$ cat config.mk
export PLATFORM = sky130hd
export DESIGN_NAME = manual_override_input_control
export DESIGN_NICKNAME = d
export VERILOG_FILES = /design/src/manual_pkg.sv /design/src/manual_override_input_control.sv
export SDC_FILE = /design/constraint.sdc
export NUM_CORES = 1
export LEC_CHECK = 0
export ABC_CLOCK_PERIOD_IN_PS = 3000
export BUFFER_PORTS_ARGS = -buffer_cell sky130_fd_sc_hd__buf_4
export CAP_MARGIN = 25
export CORE_UTILIZATION = 35
export CTS_CLUSTER_DIAMETER = 150
export DETAILED_ROUTE_END_ITERATION = 7
export GPL_ROUTABILITY_DRIVEN = 0
export PLACE_DENSITY_LB_ADDON = 0.25
export SKIP_CTS_REPAIR_TIMING = 1
export SLEW_MARGIN = 5
export SYNTH_ARGS = -nofsm -noshare
export SYNTH_HDL_FRONTEND = slang
export SYNTH_SLANG_ARGS = --single-unit
$ cat constraint.sdc
create_clock -name core_clk -period 3 [get_ports core_clk]
set_input_delay 0.15 -clock core_clk [delete_from_list [all_inputs] [get_ports core_clk]]
set_output_delay 0.15 -clock core_clk [all_outputs]
set_load 0.02 [all_outputs]
$ cat src/manual_pkg.sv
/*
 * Constants and carrier types for the manual override input controller.
 * Assumes a single 25 MHz core clock and eight binary inputs.
 */
package manual_pkg;
    // ---------------------------------------------------------------
    // Sizes and timing
    // ---------------------------------------------------------------
    localparam int N_INPUTS = 8;
    localparam int CLK_HZ = 25000000;
    localparam int LONG_PRESS_MS = 2000;
    localparam int FLASH_MS = 3000;
    localparam int LONG_PRESS_CYC = (CLK_HZ / 1000) * LONG_PRESS_MS;
    localparam int FLASH_CYC = (CLK_HZ / 1000) * FLASH_MS;
    localparam int FLASH_HALF_MS = 250;
    localparam int FLASH_HALF_CYC = (CLK_HZ / 1000) * FLASH_HALF_MS;
    localparam int CNT_W = 28;
    // ---------------------------------------------------------------
    // Bus address and object numbers
    // ---------------------------------------------------------------
    localparam logic [15:0] DEFAULT_ADDR = 16'hffff; // Area 15, line 15, device 255.
    localparam logic [7:0] INHIBIT_OBJ = 8'h0a;

    typedef enum logic [1:0] {OPM_BUS, OPM_MANUAL} op_mode_t;
    typedef enum logic [1:0] {BTN_IDLE, BTN_TIMING, BTN_HELD} btn_state_t;

    typedef struct packed {
        logic [N_INPUTS-1:0] valid;
        logic [N_INPUTS-1:0] state;
    } tx_req_t;

    typedef struct packed {
        logic mode;
        logic prog;
        logic [N_INPUTS-1:0] inputs;
    } led_t;
endpackage : manual_pkg

$ cat src/manual_override_input_control.sv
/*
 * Mode controller: bus or manual operation, input freeze, LEDs, inhibit,
 * periodic send and programming indicator.
 * Assumes all inputs are synchronous and debounced; the bus stack consumes
 * one-cycle send requests and the cyclic timer pulse comes from elsewhere.
 */
`timescale 1ns/10ps

// Behaviour
// - Power up in bus mode, mode LED off.
// - Bus mode: LEDs show live inputs, keys ignored.
// - Mode toggles only after two-second hold.
// - Manual entry latches inputs; terminals ignored.
// - Manual key changes still send telegrams.
// - Manual exit restores live inputs and sends.
// - Manual not enabled: button does nothing.
// - Manual disabled: LED flashes three seconds.
// - Inhibit disconnects input from evaluation.
// - Inhibited input still sent periodically.
// - Inhibit has no effect in manual mode.
// - Programming LED toggles, clears on address.
// - Default address holds until programmed.
module manual_override_input_control #(
    parameter int LONG_PRESS_CYCLES = manual_pkg::LONG_PRESS_CYC,
    parameter int FLASH_CYCLES = manual_pkg::FLASH_CYC,
    parameter int FLASH_HALF_CYCLES = manual_pkg::FLASH_HALF_CYC
) (
    input wire logic core_clk,
    input wire logic resetn,
    input wire logic [manual_pkg::N_INPUTS-1:0] phys_in,
    input wire logic [manual_pkg::N_INPUTS-1:0] key_in,
    input wire logic mode_btn,
    input wire logic prog_btn,
    input wire logic manual_enabled,
    input wire logic manual_disabled,
    input wire logic [manual_pkg::N_INPUTS-1:0] inhibit,
    input wire logic [manual_pkg::N_INPUTS-1:0] cyclic_en,
    input wire logic cyclic_tick,
    input wire logic addr_wr,
    input wire logic [15:0] addr_in,
    output logic [15:0] bus_addr,
    output manual_pkg::tx_req_t tx_req,
    output manual_pkg::led_t leds,
    output logic manual_active
);
    // ---------------------------------------------------------------
    // State
    // ---------------------------------------------------------------
    manual_pkg::op_mode_t mode_q, mode_d;
    manual_pkg::btn_state_t btn_q, btn_d;
    logic [manual_pkg::CNT_W-1:0] press_q, press_d;
    logic [manual_pkg::CNT_W-1:0] flash_q, flash_d;
    logic [manual_pkg::CNT_W-1:0] half_q, half_d;
    logic blink_q, blink_d;
    logic mled_q, mled_d;
    logic prog_q, prog_d;
    logic prog_prev_q;
    logic [15:0] addr_q, addr_d;
    logic [manual_pkg::N_INPUTS-1:0] man_q, man_d;
    logic [manual_pkg::N_INPUTS-1:0] eval_q, eval_d;
    logic [manual_pkg::N_INPUTS-1:0] key_prev_q;
    manual_pkg::tx_req_t tx_q, tx_d;
    manual_pkg::led_t leds_q, leds_d;

    // ---------------------------------------------------------------
    // Mode button and mode
    // ---------------------------------------------------------------
    always_comb
    begin
        mode_d = mode_q;
        btn_d = btn_q;
        press_d = press_q;
        flash_d = flash_q;
        half_d = half_q;
        blink_d = blink_q;
        mled_d = mled_q;
        if (flash_q != '0)
        begin
            flash_d = flash_q - 1'b1;
            if (half_q == '0)
            begin
                half_d = manual_pkg::CNT_W'(FLASH_HALF_CYCLES - 1);
                blink_d = ~blink_q;
            end
            else
            begin
                half_d = half_q - 1'b1;
            end
            if (flash_q == manual_pkg::CNT_W'(1))
            begin
                mled_d = ~mled_q;
            end
        end
        unique case (btn_q)
            manual_pkg::BTN_IDLE:
            begin
                if (mode_btn && manual_enabled)
                begin
                    btn_d = manual_pkg::BTN_TIMING;
                    press_d = '0;
                end
            end
            manual_pkg::BTN_TIMING:
            begin
                if (!mode_btn)
                begin
                    btn_d = manual_pkg::BTN_IDLE;
                end
                else if (press_q == manual_pkg::CNT_W'(LONG_PRESS_CYCLES - 1))
                begin
                    btn_d = manual_pkg::BTN_HELD;
                    if (manual_disabled)
                    begin
                        flash_d = manual_pkg::CNT_W'(FLASH_CYCLES);
                        half_d = manual_pkg::CNT_W'(FLASH_HALF_CYCLES - 1);
                        blink_d = 1'b1;
                    end
                    else if (mode_q == manual_pkg::OPM_BUS)
                    begin
                        mode_d = manual_pkg::OPM_MANUAL;
                        mled_d = 1'b1;
                    end
                    else
                    begin
                        mode_d = manual_pkg::OPM_BUS;
                        mled_d = 1'b0;
                    end
                end
                else
                begin
                    press_d = press_q + 1'b1;
                end
            end
            manual_pkg::BTN_HELD:
            begin
                if (!mode_btn)
                begin
                    btn_d = manual_pkg::BTN_IDLE;
                end
            end
            default:
            begin
                btn_d = manual_pkg::BTN_IDLE;
            end
        endcase
    end

    always_ff @(posedge core_clk or negedge resetn)
    begin
        if (!resetn)
        begin
            mode_q <= manual_pkg::OPM_BUS;
            btn_q <= manual_pkg::BTN_IDLE;
            press_q <= '0;
            flash_q <= '0;
            half_q <= '0;
            blink_q <= 1'b0;
            mled_q <= 1'b0;
        end
        else
        begin
            mode_q <= mode_d;
            btn_q <= btn_d;
            press_q <= press_d;
            flash_q <= flash_d;
            half_q <= half_d;
            blink_q <= blink_d;
            mled_q <= mled_d;
        end
    end

    // ---------------------------------------------------------------
    // Inputs, inhibit and telegrams
    // ---------------------------------------------------------------
    always_comb
    begin
        logic entering;
        logic leaving;
        entering = (mode_q == manual_pkg::OPM_BUS) && (mode_d == manual_pkg::OPM_MANUAL);
        leaving = (mode_q == manual_pkg::OPM_MANUAL) && (mode_d == manual_pkg::OPM_BUS);
        man_d = man_q;
        eval_d = eval_q;
        tx_d = '0;
        if (entering)
        begin
            man_d = eval_q;
        end
        else if (mode_q == manual_pkg::OPM_MANUAL)
        begin
            // Keys act on rising edge; inhibit is deliberately not consulted.
            man_d = man_q ^ (key_in & ~key_prev_q);
            tx_d.valid = man_d ^ man_q;
            tx_d.state = man_d;
        end
        if (leaving)
        begin
            eval_d = phys_in;
            tx_d.valid = '1;
            tx_d.state = phys_in;
        end
        else if (mode_q == manual_pkg::OPM_BUS)
        begin
            // Inhibited inputs freeze their last valid state.
            eval_d = (phys_in & ~inhibit) | (eval_q & inhibit);
            tx_d.valid = (eval_d ^ eval_q);
            tx_d.state = eval_d;
        end
        if (cyclic_tick && !leaving)
        begin
            tx_d.valid = tx_d.valid | cyclic_en;
            tx_d.state = (mode_q == manual_pkg::OPM_MANUAL) ? man_d : eval_d;
        end
    end

    always_ff @(posedge core_clk or negedge resetn)
    begin
        if (!resetn)
        begin
            man_q <= '0;
            eval_q <= '0;
            key_prev_q <= '0;
            tx_q <= '0;
        end
        else
        begin
            man_q <= man_d;
            eval_q <= eval_d;
            key_prev_q <= key_in;
            tx_q <= tx_d;
        end
    end

    // ---------------------------------------------------------------
    // Programming and address
    // ---------------------------------------------------------------
    always_comb
    begin
        prog_d = prog_q;
        addr_d = addr_q;
        if (prog_btn && !prog_prev_q)
        begin
            prog_d = ~prog_q;
        end
        if (addr_wr)
        begin
            addr_d = addr_in;
            prog_d = 1'b0;
        end
    end

    always_ff @(posedge core_clk or negedge resetn)
    begin
        if (!resetn)
        begin
            prog_q <= 1'b0;
            prog_prev_q <= 1'b0;
            addr_q <= manual_pkg::DEFAULT_ADDR;
        end
        else
        begin
            prog_q <= prog_d;
            prog_prev_q <= prog_btn;
            addr_q <= addr_d;
        end
    end

    // ---------------------------------------------------------------
    // Indicators
    // ---------------------------------------------------------------
    always_comb
    begin
        leds_d.prog = prog_d;
        leds_d.mode = (flash_d != '0) ? blink_d : mled_d;
        // Bus mode shows the live terminals, even under inhibit.
        leds_d.inputs = (mode_d == manual_pkg::OPM_MANUAL) ? man_d : phys_in;
    end

    always_ff @(posedge core_clk or negedge resetn)
    begin
        if (!resetn)
        begin
            leds_q <= '0;
        end
        else
        begin
            leds_q <= leds_d;
        end
    end

    assign leds = leds_q;
    assign tx_req = tx_q;
    assign bus_addr = addr_q;
    assign manual_active = (mode_q == manual_pkg::OPM_MANUAL);
endmodule : manual_override_input_control

After elaboration in Yosys (flattened, before gate mapping)
Index checks and enable logic that the tools add are counted.

Input bits: 56. Register bits after elaboration: 157. Word-level logic and storage cells: 113. Output and inout bits: 43.

Bitwise operators: 13. Mux-type cells: 52. Add/subtract/negate cells: 3. Equality and inequality tests: 11. Reduce and logical (&&, ||, !) cells: 17.

Operators by type and width (count): two-way mux 28 bit (14); two-way mux 16 bit (5); case mux 28 bit (2 select lines) (1); nonzero test 28 bit (2); subtractor 28 x 1 -> 28 bit, second input constant (2); two-way mux 8 bit (6); adder 28 x 1 -> 28 bit, second input constant (1); equality test 28 x 1 -> 1 bit, second input constant (1); equality test 28 x 26 -> 1 bit, second input constant (1); zero test 28 bit (1); bitwise AND 8 bit (3); bitwise XOR 8 bit (3); two-way mux 1 bit (17); two-way mux 2 bit (8); NOT 8 bit (2); bitwise OR 8 bit (2); inequality test 2 bit, second input constant (4); equality test 2 x 1 -> 1 bit, second input constant (3); zero test 2 bit (3); case mux 2 bit (3 select lines) (1); logical AND 1 bit (5); AND reduction 4 bit (1); nonzero test 2 bit (2); inequality test 3 bit, second input constant (1); 4 further kinds (7).

Longest topological paths before layout
Depth in word-level cells: 13. Gate-level depth with buffers: 10. Gate-level depth less buffers: 9.

Least setup slack after synthesis
OpenSTA, ideal clock, no wires.

Kind: register to register. Start: register half_q[6] in the netlist's numbering. End: register half_q[21] in the netlist's numbering. Required time: 2870 ps. Setup slack: 98 ps. Buffers on the path: 1. Data arrival time: 2772 ps. Cell stages (with the launch flop): 10. Path through: dfrtp_1 or4_4 nor4_4 or4b_1 buf_2 or4b_4 nor4_4 and2b_1 xnor2_1 nor2_2.

Word-level cells in the longest chain between the ends: 7. Elaborated cells on any way between the ends: 8. Those cells by class: 1 x add/sub; 6 x mux; 1 x reduce/logical.

Ends and longest elaborated chain: from (decl) (line manual_override_input_control.sv:53) `logic [manual_pkg::CNT_W-1:0] half_q, half_d;`; from (signal assigned) (line manual_override_input_control.sv:166) `half_q <= half_d;`; subtractor 28 x 1 -> 28 bit or zero test 28 bit (tied branches) (line manual_override_input_control.sv:87, manual_override_input_control.sv:80); two-way mux 28 bit * (line manual_override_input_control.sv:80) `if (half_q == '0)`; two-way mux 28 bit * (line manual_override_input_control.sv:77) `if (flash_q != '0)`; two-way mux 28 bit (line manual_override_input_control.sv:112) `if (manual_disabled)`; two-way mux 28 bit (line manual_override_input_control.sv:109) `else if (press_q == manual_pkg::CNT_W'(LONG_PRESS_CYCLES - 1))`; two-way mux 28 bit (line manual_override_input_control.sv:105) `if (!mode_btn)`; two-way mux 28 bit * (line manual_override_input_control.sv:94) `unique case (btn_q)`; named net half_d (one bit) (line manual_override_input_control.sv:53).

Mark *: on every way through the listed nets, which the timed path passes. The rest lies on a longest branch. A chain may end at the register's enable or synchronous reset.

Worst setup path after layout
Same ends and word-level chain as after synthesis.

==> flow_summary.json <==
{
  "crit_type": "flip-flop to flip-flop",
  "insertedDiodeCount": 0,
  "ys_seq_elements": 157,
  "synth_area_sq_mm": 0.00800,
  "setup_tns_ns": 0,
  "setup_viol": 0,
  "rows": 54,
  "grt_max_degree": 59,
  "cts_buffer_depth": 2,
  "clk_pin_slew_worst_paths_ns": 0.06,
  "async_reset_ff_frac": 1.00,
  "core_area_sq_mm": 0.0221,
  "synth_cells": 812,
  "ir_drop_v": 0.000341,
  "avgViaCountPerCell": 5.14,
  "fp.dieArea_sq_mm": 0.0235,
  "final_util": 0.469,
  "violations": "hold timing",
  "die_h_um": 153,
  "yosysSeqAreaShare": 0.494,
  "min_path_type": "input pin to flip-flop",
  "final_cell_mix": "buf_4 (142), dfrtp_1 (141), nor2_1 (109)",
  "fillCellCount": 2043,
  "wl_per_cell_um": 15.6,
  "leakagePower_nw": 4.29,
  "fp.dieW_um": 153,
  "clock_latency_ns": 0.43,
  "clock_skew_ns": 0.0136,
  "rsz0062_at_grt": "yes",
  "nets": 1043,
  "power_mw": 4.93,
  "p_per_area_mw_per_mm2": 476,
  "relSlewSlack": 0.542,
  "max_freq_mhz": 336,
  "fin_hold_ws_ns": -0.0272,
  "crit_arrival_ns": 3.28,
  "layout_commonest_cell": "buf_4",
  "critPathCaptureType": "flip-flop",
  "drtIter0Drc": 320,
  "synth_nets": 874,
  "antenna_left": 0,
  "ios": 99,
  "cap_violations": 0,
  "path_max_fanout": 5,
  "finalWirelength_mm": 19.9,
  "tightest_slew_ns": 0.686,
  "grt-ovfl-total": 0,
  "start_util": 0.362,
  "ys.flop_type": "dfrtp_1",
  "fin_crit_ns": 2.97,
  "h-tree-depth": 4,
  "layout_setup_ws_ns": 0.0274,
  "clock-sinks": 157,
  "vias": 6546,
  "post_route_cells_drive_above_1_share": 0.242,
  "ys_types": 67,
  "grt_pass1_vias": 6512,
  "hold_viol": 1,
  "status": "finished, violations left",
  "area_growth_pct": 29.5,
  "numPortBuffers": 98,
  "first_pass_iters": 5,
  "worstPathRequired_ns": 3.30,
  "antenna_found_initial": 0,
  "grt_pass1_wl_mm": 32.8,
  "cts_made_buffers": 17,
  "hpwl_mm": 13.9,
  "drcViolationCount": 0,
  "cts_tree": "yes",
  "cp-start-kind": "flip-flop",
  "track_usage": 0.176,
  "min_period_over_period": 0.991,
  "synth_edf_count": 0,
  "syn_avg_cell_area_sq_um": 9.85,
  "clockRootBuffer": "clkbuf_16",
  "dpl_worst_slack_ns": 0.0540,
  "synth.yosys.warnings": 0,
  "slew_violations": 0
}
==> stage by stage <==
step | cell area [sq um] | std cells
after floorplan | 8000 | 812
after global placement | 9330 | 1205
after detailed placement | 9330 | 1205
after CTS | 9940 | 1237
after global routing | 10400 | 1274
final | 10400 | 1274
==> final timing paths <==
path	start	to	slack [ns]	cells past startpoint
worst max register to register	half_q[6]	half_q[21]	0.03	8
worst max-delay path	half_q[6]	half_q[21]	0.03	8
worst min-delay path	cyclic_en[6]	tx_req[14]	-0.03	3
min in group asynchronous	resetn	btn_q[0]	0.23	2
worst min register to register	blink_q	blink_q	0.52	2
max in group asynchronous	resetn	bus_addr[10]	1.99	3
==> routing by layer <==
layer  global-route usage  wire length (um)  vias to the layer above
met5                    0                 0                        -
met4               0.0519               237                        0
met3               0.0383               660                       22
met2                0.292              9830                      127
met1                0.229              9140                     3175
li1                     -                 -                     3222
==> flip-flops by register name, summed over array words and instances, names as in the netlist, 2 cells and up <==
register,count
flash_q,28
half_q,28
press_q,28
bus_addr,16
tx_req,16
leds,10
eval_q,8
key_prev_q,8
man_q,8
btn_q,2
mode_q,2
==> worst max-delay path, stage by stage (launching register included) <==
cell     delay (ns)
dfrtp_1        0.40
or4_4          0.58
nor4_4         0.18
or4b_4         0.51
or4b_4         0.57
nor4_4         0.24
and2b_1        0.21
xnor2_2        0.12
nor2_2         0.04
==> cell usage after synthesis (all sizes together) (9+ instances only) <==
cell | number | share of area
clkbuf | 27 | 0.013
nand2 | 67 | 0.032
xnor2 | 44 | 0.048
o31ai | 9 | 0.0084
a21oi | 41 | 0.026
mux2 | 27 | 0.038
inv | 23 | 0.011
dfrtp | 141 | 0.44
nor4 | 21 | 0.021
or3 | 26 | 0.020
nand2b | 11 | 0.0086
dfstp | 16 | 0.053
xor2 | 40 | 0.044
mux2i | 15 | 0.019
nor3 | 25 | 0.016
nand4 | 13 | 0.010
nand3 | 24 | 0.015
nor2 | 111 | 0.052
o21ai | 28 | 0.018
==> report_power, final <==
group	internal (mW)	switching [mW]
Sequential	2.20	0.0431
Clock	1.34	0.907
Combinational	0.218	0.223
Total	3.76	1.17
==> final cells by class <==
type                            count  area (sq um)  share of cell area
Multi-Input combinational cell    602          3900               0.377
Clock inverter                     12           164              0.0158
Sequential cell                   157          3950               0.381
Tap cell                          280           350              0.0338
Inverter                           23          86.3             0.00833
Clock buffer                       20           447              0.0431
Timing Repair Buffer              180          1460               0.141
==> cells by family after synthesis <==
group                    after synthesis  synth area share
AND/OR/NAND/NOR                      352             0.228
flip-flops                           157             0.494
AO/OA/AOI/OAI                        118            0.0943
XOR/XNOR                              84            0.0920
buffers and inverters                 53            0.0255
multiplexers                          42            0.0568
adder cells (fa/ha/maj)                6           0.00939
(Power assumes the default switching activity.)
